--- src/rtl/swp_params.svh ---
`ifndef SWP_PARAMS_SVH
`define SWP_PARAMS_SVH
// command field positions and codes
`define OP_WRITE       2'h1
`define CMD_BURST      2
`define CMD_PAR        9
`define CMD_GIDX_HI    10
`define CMD_GIDX_LSB   3
`define CMD_SHI_LSB    6
// data bus field positions
`define DQ_IND         29
`define DQ_SSR_LSB     26
`define DQ_ID_LSB      21
`define DQ_TGT_LSB     19
`define ALL_DEVICES    5'h1f
// write targets
`define TGT_DATA       2'h0
`define TGT_MASK       2'h1
`define TGT_SRAM       2'h2
`define TGT_REG        2'h3
// internal register addresses
`define REG_GMR_BASE   7'h00
`define REG_SSR_BASE   7'h10
`define REG_BCTL       7'h18
// burst control layout
`define BCTL_LEN_LSB   16
// reset and full mask values
`define GMR_RST        72'hff_ffff_ffff_ffff_ffff
`define FULL_MASK      72'hff_ffff_ffff_ffff_ffff
`endif

--- src/rtl/swp_pkg.sv ---
package swp_pkg;
    // write sequencer states
    typedef enum logic [2:0] {
        ST_IDLE, ST_PHB, ST_DATA, ST_BURST, ST_TAIL, ST_GAP
    } wr_state_t;

    // full state of the write port
    typedef struct packed {
        wr_state_t          st;
        logic               cv_s1, cv_s2;
        logic [10:0]        cmd_s1, cmd_s2;
        logic [71:0]        dq_s1, dq_s2;
        logic [4:0]         id_s1, id_s2;
        logic [3:0]         gidx;
        logic [2:0]         shi;
        logic               par;
        logic               burst;
        logic               sel;
        logic [1:0]         tgt;
        logic [15:0]        addr;
        logic [6:0]         raddr;
        logic [15:0][71:0]  global_mask_reg;
        logic [7:0][15:0]   search_result_reg;
        logic [31:0]        bctl;
        logic [7:0]         wcnt;
        logic               eot_v;
        logic               eot_oe_n;
        logic               pv;
        logic [1:0]         pt;
        logic [15:0]        pa;
        logic [71:0]        pd;
        logic [71:0]        pm;
        logic               pp;
        logic [2:0]         ph;
        logic               ovf;
    } port_state_t;
endpackage

--- src/rtl/search_engine_write_port.sv ---
`timescale 1ns/1ps
`include "swp_params.svh"
// Function
// - command bit two selects single or burst
// - single write is command, data, idle
// - accept only matching or broadcast identifier
// - data follows command, idle before next
// - bus bits 20:19 pick the target
// - indirect address from indexed result register
// - direct address from bus bits 15:0
// - register address from bus bits 6:0
// - burst lasts n plus two cycles
// - burst uses incrementing internal address
// - array bits written only where mask set
// - end-of-transfer low, high last, low, released
// - parallel write uses bits 10:1, 1024 entries
module search_engine_write_port
    import swp_pkg::*;
(
    input  wire logic        core_clk_in,
    input  wire logic        rst_n_in,
    input  wire logic        command_valid_in,
    input  wire logic [10:0] cmd_in,
    input  wire logic [71:0] dq_in,
    output logic [71:0]      dq_out,
    output logic             dq_oe_n_out,
    output logic             end_of_transfer_out,
    output logic             end_of_transfer_oe_n_out,
    input  wire logic [4:0]  device_identifier_in,
    output logic             wr_valid_out,
    input  wire logic        wr_ready_in,
    output logic [1:0]       wr_target_out,
    output logic [15:0]      wr_addr_out,
    output logic [71:0]      wr_data_out,
    output logic [71:0]      wr_mask_out,
    output logic             wr_parallel_out,
    output logic [2:0]       sram_address_hi_out,
    output logic             port_ready_out,
    output logic             busy_out,
    output logic             overflow_out
);
    localparam int unsigned BW = 166;   // packed write word

    port_state_t r, n;          // all state
    logic        cmd_write;     // synced write opcode present
    logic        id_hit;        // this device addressed
    logic [7:0]  burst_length;          // burst length field
    logic [BW-1:0] buf_in;      // word into the buffer
    logic [BW-1:0] buf_out;     // word out of the buffer
    logic        buf_ready;     // buffer has room

    assign cmd_write = r.cv_s2 && (r.cmd_s2[1:0] == `OP_WRITE);
    assign id_hit = (r.dq_s2[`DQ_ID_LSB +: 5] == r.id_s2) ||
                    (r.dq_s2[`DQ_ID_LSB +: 5] == `ALL_DEVICES);
    assign burst_length = r.bctl[`BCTL_LEN_LSB +: 8];

    // write port never drives the data bus
    assign dq_out = 72'h00_0000_0000_0000_0000;
    assign dq_oe_n_out = 1'b1;
    assign end_of_transfer_out = r.eot_v;
    assign end_of_transfer_oe_n_out = r.eot_oe_n;
    assign busy_out = (r.st != ST_IDLE);
    assign overflow_out = r.ovf;
    assign port_ready_out = buf_ready;
    assign buf_in = {r.pt, r.pa, r.pd, r.pm, r.pp, r.ph};
    assign {wr_target_out, wr_addr_out, wr_data_out, wr_mask_out,
            wr_parallel_out, sram_address_hi_out} = buf_out;

    // sequencer and register file next state
    always_comb begin
        n = r;
        // two-stage pin synchronisers
        n.cv_s1  = command_valid_in;
        n.cv_s2  = r.cv_s1;
        n.cmd_s1 = cmd_in;
        n.cmd_s2 = r.cmd_s1;
        n.dq_s1  = dq_in;
        n.dq_s2  = r.dq_s1;
        n.id_s1  = device_identifier_in;
        n.id_s2  = r.id_s1;
        // defaults: no push, line released
        n.pv = 1'b0;
        n.eot_v = 1'b0;
        n.eot_oe_n = 1'b1;
        // word refused by a full buffer is flagged
        if (r.pv && !buf_ready) begin
            n.ovf = 1'b1;
        end
        case (r.st)
            // phase A: capture command fields
            ST_IDLE: begin
                if (cmd_write) begin
                    n.gidx  = {r.cmd_s2[`CMD_GIDX_HI], r.cmd_s2[`CMD_GIDX_LSB +: 3]};
                    n.shi   = r.cmd_s2[`CMD_SHI_LSB +: 3];
                    n.par   = r.cmd_s2[`CMD_PAR];
                    n.burst = r.cmd_s2[`CMD_BURST];
                    n.st    = ST_PHB;
                end
            end
            // phase B: decode address word
            ST_PHB: begin
                if (!cmd_write) begin
                    n.st = ST_IDLE;
                end else begin
                    n.sel   = id_hit;
                    n.tgt   = r.dq_s2[`DQ_TGT_LSB +: 2];
                    n.raddr = r.dq_s2[6:0];
                    // parallel only when set in both phases, arrays only
                    n.par = r.par && r.cmd_s2[`CMD_PAR] && !r.dq_s2[`DQ_TGT_LSB + 1];
                    if (r.dq_s2[`DQ_IND]) begin
                        n.addr = {r.search_result_reg[r.dq_s2[`DQ_SSR_LSB +: 3]][15:2],
                                  r.search_result_reg[r.dq_s2[`DQ_SSR_LSB +: 3]][1] | r.dq_s2[1],
                                  r.search_result_reg[r.dq_s2[`DQ_SSR_LSB +: 3]][0] | r.dq_s2[0]};
                    end else begin
                        n.addr = r.dq_s2[15:0];
                    end
                    if (r.burst) begin
                        // burst only reaches the arrays
                        n.sel  = id_hit && !r.dq_s2[`DQ_TGT_LSB + 1];
                        n.par  = 1'b0;
                        n.wcnt = 8'h01;
                        n.st   = (burst_length == 8'h00) ? ST_GAP : ST_BURST;
                    end else begin
                        n.st = ST_DATA;
                    end
                end
            end
            // single data cycle
            ST_DATA: begin
                if (r.sel && (r.tgt == `TGT_REG)) begin
                    // internal register write, unmasked
                    if (r.raddr < `REG_SSR_BASE) begin
                        n.global_mask_reg[r.raddr[3:0]] = r.dq_s2;
                    end else if (r.raddr < `REG_BCTL) begin
                        n.search_result_reg[r.raddr[2:0]] = r.dq_s2[15:0];
                    end else if (r.raddr == `REG_BCTL) begin
                        n.bctl = r.dq_s2[31:0];
                    end
                end else if (r.sel) begin
                    n.pv = 1'b1;
                    n.pt = r.tgt;
                    n.pd = r.dq_s2;
                    n.pp = r.par;
                    n.ph = r.shi;
                    // parallel form keeps only the in-partition index
                    n.pa = r.par ? {5'h00, r.addr[10:1], 1'b0} : r.addr;
                    n.pm = r.tgt[1] ? `FULL_MASK : r.global_mask_reg[r.gidx];
                end
                n.st = ST_GAP;
            end
            // one burst word per cycle
            ST_BURST: begin
                if (r.sel) begin
                    n.pv = 1'b1;
                    n.pt = r.tgt;
                    n.pd = r.dq_s2;
                    n.pp = 1'b0;
                    n.ph = r.shi;
                    n.pa = r.bctl[15:0];
                    n.pm = r.global_mask_reg[r.gidx];
                    n.bctl[15:0] = r.bctl[15:0] + 16'h0001;
                    // driven from the second word and on the last, high on the last
                    if ((r.wcnt >= 8'h02) || (r.wcnt == burst_length)) begin
                        n.eot_oe_n = 1'b0;
                        n.eot_v = (r.wcnt == burst_length);
                    end
                end
                if (r.wcnt == burst_length) begin
                    n.st = ST_TAIL;
                end else begin
                    n.wcnt = r.wcnt + 8'h01;
                end
            end
            // closing cycle drives low once more
            ST_TAIL: begin
                if (r.sel) begin
                    n.eot_oe_n = 1'b0;
                end
                n.st = ST_IDLE;
            end
            // idle cycle before the next command
            ST_GAP: begin
                n.st = ST_IDLE;
            end
            default: begin
                n.st = ST_IDLE;
            end
        endcase
    end

    // state register
    always_ff @(posedge core_clk_in or negedge rst_n_in) begin
        if (!rst_n_in) begin
            r <= '0;
            r.global_mask_reg <= {16{`GMR_RST}};
            r.eot_oe_n <= 1'b1;
        end else begin
            r <= n;
        end
    end

    // two-entry buffer toward the arrays
    swp_buffer #(
        .W     (BW),
        .DEPTH (2)
    ) u_buf (
        .core_clk_in   (core_clk_in),
        .rst_n_in      (rst_n_in),
        .in_valid_in   (r.pv),
        .in_ready_out  (buf_ready),
        .in_data_in    (buf_in),
        .out_valid_out (wr_valid_out),
        .out_ready_in  (wr_ready_in),
        .out_data_out  (buf_out)
    );
endmodule

--- src/rtl/swp_buffer.sv ---
`timescale 1ns/1ps
// small fifo between the write port and the array side
module swp_buffer #(
    parameter int unsigned W     = 8,
    parameter int unsigned DEPTH = 2
) (
    input  wire logic         core_clk_in,
    input  wire logic         rst_n_in,
    input  wire logic         in_valid_in,
    output logic              in_ready_out,
    input  wire logic [W-1:0] in_data_in,
    output logic              out_valid_out,
    input  wire logic         out_ready_in,
    output logic [W-1:0]      out_data_out
);
    localparam int unsigned AW = (DEPTH > 1) ? $clog2(DEPTH) : 1;

    typedef struct packed {
        logic [DEPTH-1:0][W-1:0] mem;   // storage
        logic [AW-1:0]           wp;    // write pointer
        logic [AW-1:0]           rp;    // read pointer
        logic [AW:0]             cnt;   // fill level
    } buf_t;

    buf_t r, n;
    logic push, pop;

    // honest full and empty
    assign in_ready_out  = (r.cnt != (AW+1)'(DEPTH));
    assign out_valid_out = (r.cnt != '0);
    assign out_data_out  = r.mem[r.rp];
    assign push          = in_valid_in && in_ready_out;
    assign pop           = out_valid_out && out_ready_in;

    // pointer and level update
    always_comb begin
        n = r;
        if (push) begin
            n.mem[r.wp] = in_data_in;
            n.wp = (r.wp == AW'(DEPTH-1)) ? '0 : r.wp + 1'b1;
        end
        if (pop) begin
            n.rp = (r.rp == AW'(DEPTH-1)) ? '0 : r.rp + 1'b1;
        end
        if (push && !pop) begin
            n.cnt = r.cnt + 1'b1;
        end else if (pop && !push) begin
            n.cnt = r.cnt - 1'b1;
        end
    end

    // state register
    always_ff @(posedge core_clk_in or negedge rst_n_in) begin
        if (!rst_n_in) begin
            r <= '0;
        end else begin
            r <= n;
        end
    end
endmodule

--- config.mk ---
export PLATFORM = sky130hd
export DESIGN_NAME = search_engine_write_port
export DESIGN_NICKNAME = d
export VERILOG_FILES = /design/src/rtl/swp_pkg.sv /design/src/rtl/search_engine_write_port.sv /design/src/rtl/swp_buffer.sv
export VERILOG_INCLUDE_DIRS = /design/src /design/src/rtl
export SDC_FILE = /design/constraint.sdc
export NUM_CORES = 2
export LEC_CHECK = 0
export ABC_AREA = 1
export BUFFER_PORTS_ARGS = -buffer_cell sky130_fd_sc_hd__buf_2
export CAP_MARGIN = 0
export CORE_UTILIZATION = 65
export CTS_CLUSTER_DIAMETER = 60
export DETAILED_ROUTE_END_ITERATION = 8
export PLACE_DENSITY_LB_ADDON = 0.3
export RECOVER_POWER = 25
export SYNTH_ARGS = -nofsm -noshare
export SYNTH_HDL_FRONTEND = slang
export SYNTH_SLANG_ARGS = --single-unit
--- constraint.sdc ---
create_clock -name core_clk_in -period 2.8 [get_ports core_clk_in]
set_input_delay 0.28 -clock core_clk_in [delete_from_list [all_inputs] [get_ports core_clk_in]]
set_output_delay 0.28 -clock core_clk_in [all_outputs]
set_load 0.03 [all_outputs]
# Yosys cells after proc, flatten, opt, wreduce, memory -nomap -nowiden
# Index checks and enable logic that the tools add are counted.
dict set report op_classes {
  n_eq_ne 23
  n_reduce_logical 37
  order_cmp 12
  addsub 6
  muxes 51
  bitwise 4
}
# cell count
set ops {}
lappend ops {{1152-bit bitwise mux} 1}
lappend ops {{166-bit two-way mux} 3}
lappend ops {{167-bit two-way mux} 2}
lappend ops {{167-bit case mux with 2 select lines} 1}
lappend ops {{332-bit bitwise mux} 1}
lappend ops {{72-bit binary-select mux with 4-bit select} 1}
lappend ops {{72-bit demux with 4-bit select} 1}
lappend ops {{72-bit two-way mux} 3}
lappend ops {{169-bit two-way mux} 1}
lappend ops {{166-bit demux with 1-bit select} 1}
lappend ops {{16-bit two-way mux} 9}
lappend ops {{128-bit bitwise mux} 1}
lappend ops {{16-bit binary-select mux with 3-bit select} 1}
lappend ops {{16-bit demux with 3-bit select} 1}
lappend ops {{16-bit case mux with 2 select lines} 1}
lappend ops {{2-bit inequality test, second input constant} 13}
lappend ops {{8-bit two-way mux} 3}
lappend ops {{16-bit by 1-bit adder with 16-bit output, second input constant} 1}
lappend ops {{8-bit case mux with 2 select lines} 1}
lappend ops {{3-bit two-way mux} 5}
lappend ops {{7-bit by 5-bit less-than comparator with 1-bit output, second input constant} 2}
lappend ops {{1-bit logical AND} 13}
lappend ops {{3-bit case mux with 4 select lines} 1}
lappend ops {{4-bit AND reduction} 3}
lappend ops {{other kinds (35)} 63}
dict set report word_totals {
  wordCells 192
  input_bits 92
  ff_bits 2034
}

# Longest topological paths before layout
dict set report depth {
  ltp_word 6
  depth_mapped 12
  mapped_depth_nobuf 10
}

# Cells and area by module
# From an unflattened synthesis, not the netlist that was laid out.
dict set report unflattened {
  hier_cells 10594
  hier_area_um2 89797.4
}
# mod area_per_inst_um2 instances cells_per_inst
set modules_own_cells {}
lappend modules_own_cells {search_engine_write_port 73729.5 1 8554}
lappend modules_own_cells {swp_buffer 16067.9 1 2040}

# Worst setup path before layout
# No wires, ideal clock.
dict set report synth_path {
  kind {flip-flop to flip-flop}
  from {reg u_buf.r[0] (netlist name)}
  to {reg u_buf.r[100] (netlist name)}
  setup_slack_ns 0.997
  required_ns 2.717
  synth_period_minus_slack_ns 1.803
  n_path_buf 3
  arrival_time_ns 1.720
  path_stages_with_launch 10
  cell_sequence {dfrtp_1 inv_2 nand2_1 nand2_1 or2_1 buf_2 clkbuf_1 clkbuf_1 nand2_1 o21ai_0}
}
dict set report synth_between {
  elab_chain_cells 2
}
# item line_no
set synth_rtl {}
lappend synth_rtl {{start, declared} swp_buffer.sv:25} ;# buf_t r, n;
lappend synth_rtl {{start signal, assigned} swp_buffer.sv:57} ;# r <= n;
lappend synth_rtl {{2-bit inequality test} swp_buffer.sv:29} ;# assign in_ready_out = (r.cnt != (AW+1)'(DEPTH));
lappend synth_rtl {{named net port_ready_out} search_engine_write_port.sv:38} ;# output logic port_ready_out,
lappend synth_rtl {{1-bit logical AND} swp_buffer.sv:32} ;# assign push = in_valid_in && in_ready_out;
# The timed path passes the listed nets, and every way through them passes these cells.
# A chain may end at the register's enable or synchronous reset.

# Worst setup path after layout
dict set report layout_path {
  from {reg u_buf.r[2] (netlist name)}
  to {out wr_mask_out[2]}
}
dict set report layout_between {
  elab_chain_cells 2
}
# item line_no
set layout_rtl {}
lappend layout_rtl {{166-bit two-way mux (not written as such) (2 in a row)} swp_buffer.sv:31} ;# assign out_data_out = r.mem[r.rp];
lappend layout_rtl {{end, declared} search_engine_write_port.sv:35} ;# output logic [71:0] wr_mask_out,
# No other way between the ends. The select of a mux whose other input is x is not followed.

==> impl_metrics.yaml <==
run_status:
  status: "complete, no violations"
cells_and_area:
  instances_no_fill: 12526
  post-route-util: 0.735
  area_growth_pct: 12.2
  nNetsFinal: 10648
  final_cell_mix: "3373 x nand2_1, 1841 x o21ai_0, 1153 x dfstp_2"
  drive_gt1_frac: 0.198
  mostFrequentLayoutCell: "nand2_1"
yosys:
  ys.flop_type: "dfstp_2"
  synth_top_family_by_area: "simple AND/OR/NAND/NOR gates"
  ys_warn_count: 0
  synth_cell_type_count: 39
  yosysTopAreaCell: "dfstp_2"
  async_flop_share: 1.00
  synth-seq-area-share: 0.582
  synth_fa_ha_area_frac: 0.000556
  synth-edff-count: 0
  syn_inst: 10551
  synthMuxAreaShare: 0.000250
  synth_top_area_share: 0.337
  syn-cell-area_um2: 89900
  synth_area_leaders: "dfstp_2 34%, dfrtp_1 25%, nand2_1 14%, o21ai_0 10%, nand3_1 4.2%"
  synth-xor-area-share: 0.00214
  yosys.area_share.simple: 0.203
  synth_area_per_cell_um2: 8.52
  synth_compound_gate_area_share: 0.132
  ys_ff_latch: 2034
pwr:
  vdd_drop_max_mv: 0.740
  powerDensity_nw_per_um2: 769
  p_total_mw: 77.6
  p_leak_nw: 43.9
global_routing:
  antenna_found_initial: 11
  grt_start_max_net_pins: 159
  overflow: 0
  grt_pass1_vias: 72895
  grt_first_pass_wirelength_um: 405000
  grtUsageTotal: 0.367
placed_design:
  place_inst: 12050
  dp_hpwl_um: 145000
  place.gp.congestion: 0.894
  place.port_buffers: 263
sta:
  setup_viol: 0
  fin_crit_sh: 0.978
  finClkSkew_ps: 29.8
  max-slew-margin-rel: 0.105
  rsz0062_at_grt: "no"
  setup_tns_ps: 0
  hold_viol: 0
  timing.hold.ws_ps: 80.9
  max_freq_mhz: 365
  fin_crit_ps: 2740
  worst_pin_slew_ps: 1340
  slew_viol_final: 0
clocking:
  htreeDepth: 4
  clock_path_buffers: 3
  cts_buffers: 200
  path_clk_slew_ps: 60
  clock-sinks: 2034
  clkLatencyLatePin_ps: 840
  cts_tree: "done"
  root_buffer: "clkbuf_16"
  post_cts.repair.setup_buffers: 0
routing:
  drt_wl_total_um: 256000
  drtPass1Iterations: 8
  viasPerCell: 5.97
  initialDrtViolationCount: 9416
  drc: 0
  wl_per_cell_um: 20.4
  drt.antenna.violating_nets: 0
  num_vias: 74835
critical_path:
  worstSetupEndpointType: "primary output"
  crit_type: "flop to primary output"
  endpoint: "wr_mask_out[2]"
  r2r_cells: 7
  required_ps: 2520
  r2r-start: "u_buf.r[0]$_DFFE_PN0P_"
  startpoint_type: "flop"
  ff2ff_setup_slack_ps: 260
  rr_endpoint: "u_buf.r[71]$_DFFE_PN0P_"
  cp_data_arrival_time_ps: 2460
  worstPathMaxFanout: 26
  startpoint: "u_buf.r[2]$_DFFE_PN0P_"
floorplan:
  die_h_um: 374
  die-area_um2: 140000
  row_count: 136
  fp.dieW_um: 374
  coreArea_um2: 137000
  initial_core_util: 0.655
  ioPinCount: 337
job:
  max_cap_viol_count: 0
hold_path:
  hold_class: "primary input to flop"
  whs_path_depth: 2
-- critical path: stages (launching register included) --
cell and delay (ps):
dfrtp_4 540, inv_6 270, buf_6 300, nand2_1 80
nand2_1 170, buf_2 230
-- routing by layer --
| layer | global-route usage | routed length [um] | vias up |
|---|---|---|---|
| met1 | 0.502 | 101000 | 36576 |
| met3 | 0.0764 | 26400 | 643 |
| met4 | 0.148 | 9590 | 4 |
| met5 | 0 | 27 | - |
| met2 | 0.576 | 119000 | 4022 |
| li1 | - | - | 33590 |
-- sequential cells by signal, indices dropped and copies added (netlist names) --
name / cells
end_of_transfer_out: 1
overflow_out: 1
burst_length: 8
end_of_transfer_oe_n_out: 1
buf_in: 166
n: 89
u_buf.r: 336
r: 1432
-- worst min-delay path by stage --
| stage | slack [ps] | start | endpoint |
|---|---|---|---|
| floorplan | -20 | rst_n_in | buf_in[0]$_DFFE_PN0P_ |
| global placement | 250 | rst_n_in | r[1528]$_DFF_PN0_ |
| detailed placement | 250 | rst_n_in | r[1527]$_DFF_PN0_ |
| CTS | 40 | dq_in[32] | n[1567]$_DFF_PN0_ |
| global route | 70 | dq_in[28] | n[1563]$_DFF_PN0_ |
| finish | 80 | dq_in[32] | n[1567]$_DFF_PN0_ |
-- through the flow --
step	worst slack [ps]	cell area (um^2)
CTS	26.4	101000
global route	17.3	101000
floorplan	997	90200
finish	62.3	101000
detailed placement	486	93200
global placement	527	93200
-- logic make-up after synthesis --
logic type | Yosys count
AND/OR/NAND/NOR | 4481
AO/OA/AOI/OAI | 2233
flip-flops | 2034
buffers and inverters | 1773
XOR/XNOR | 22
adder cells (fa/ha/maj) | 4
other | 2
multiplexers | 2
-- Yosys cell counts, types with 14 or more instances --
library cell	count
a21oi_1	96
a22oi_1	14
buf_1	48
buf_2	160
buf_4	73
clkbuf_1	567
dfrtp_1	881
dfstp_2	1153
inv_1	905
nand2_1	3375
nand3_1	755
nor2_1	175
o211ai_1	274
o21ai_0	1841
or2_2	129
-- power breakdown --
| part | leakage [nW] | internal, mW | switching, mW |
|---|---|---|---|
| clock network | 3.44 | 16.6 | 11.6 |
| registers | 23.7 | 30.2 | 0.825 |
| logic | 16.7 | 5.74 | 12.6 |
| total | 43.9 | 52.6 | 25.0 |
-- final cells by class --
type                    instances  area [um^2]
clock buffers                 303         6070
clock inverters                76          907
well taps                    1794         2240
flip-flops and latches       2034        52400
inverters                     919         3480
fillers                      9372        36400
diodes                          3         7.51
repair buffers                582         4960
multi-input cells            6815        30900
-- repair_timing --
action	CTS	global route
cloned	1	0
resized for setup	2	2
setup endpoints to repair	42	7
hold endpoints to repair	401	0
hold buffers	93	0
(Power assumes the default switching activity.)
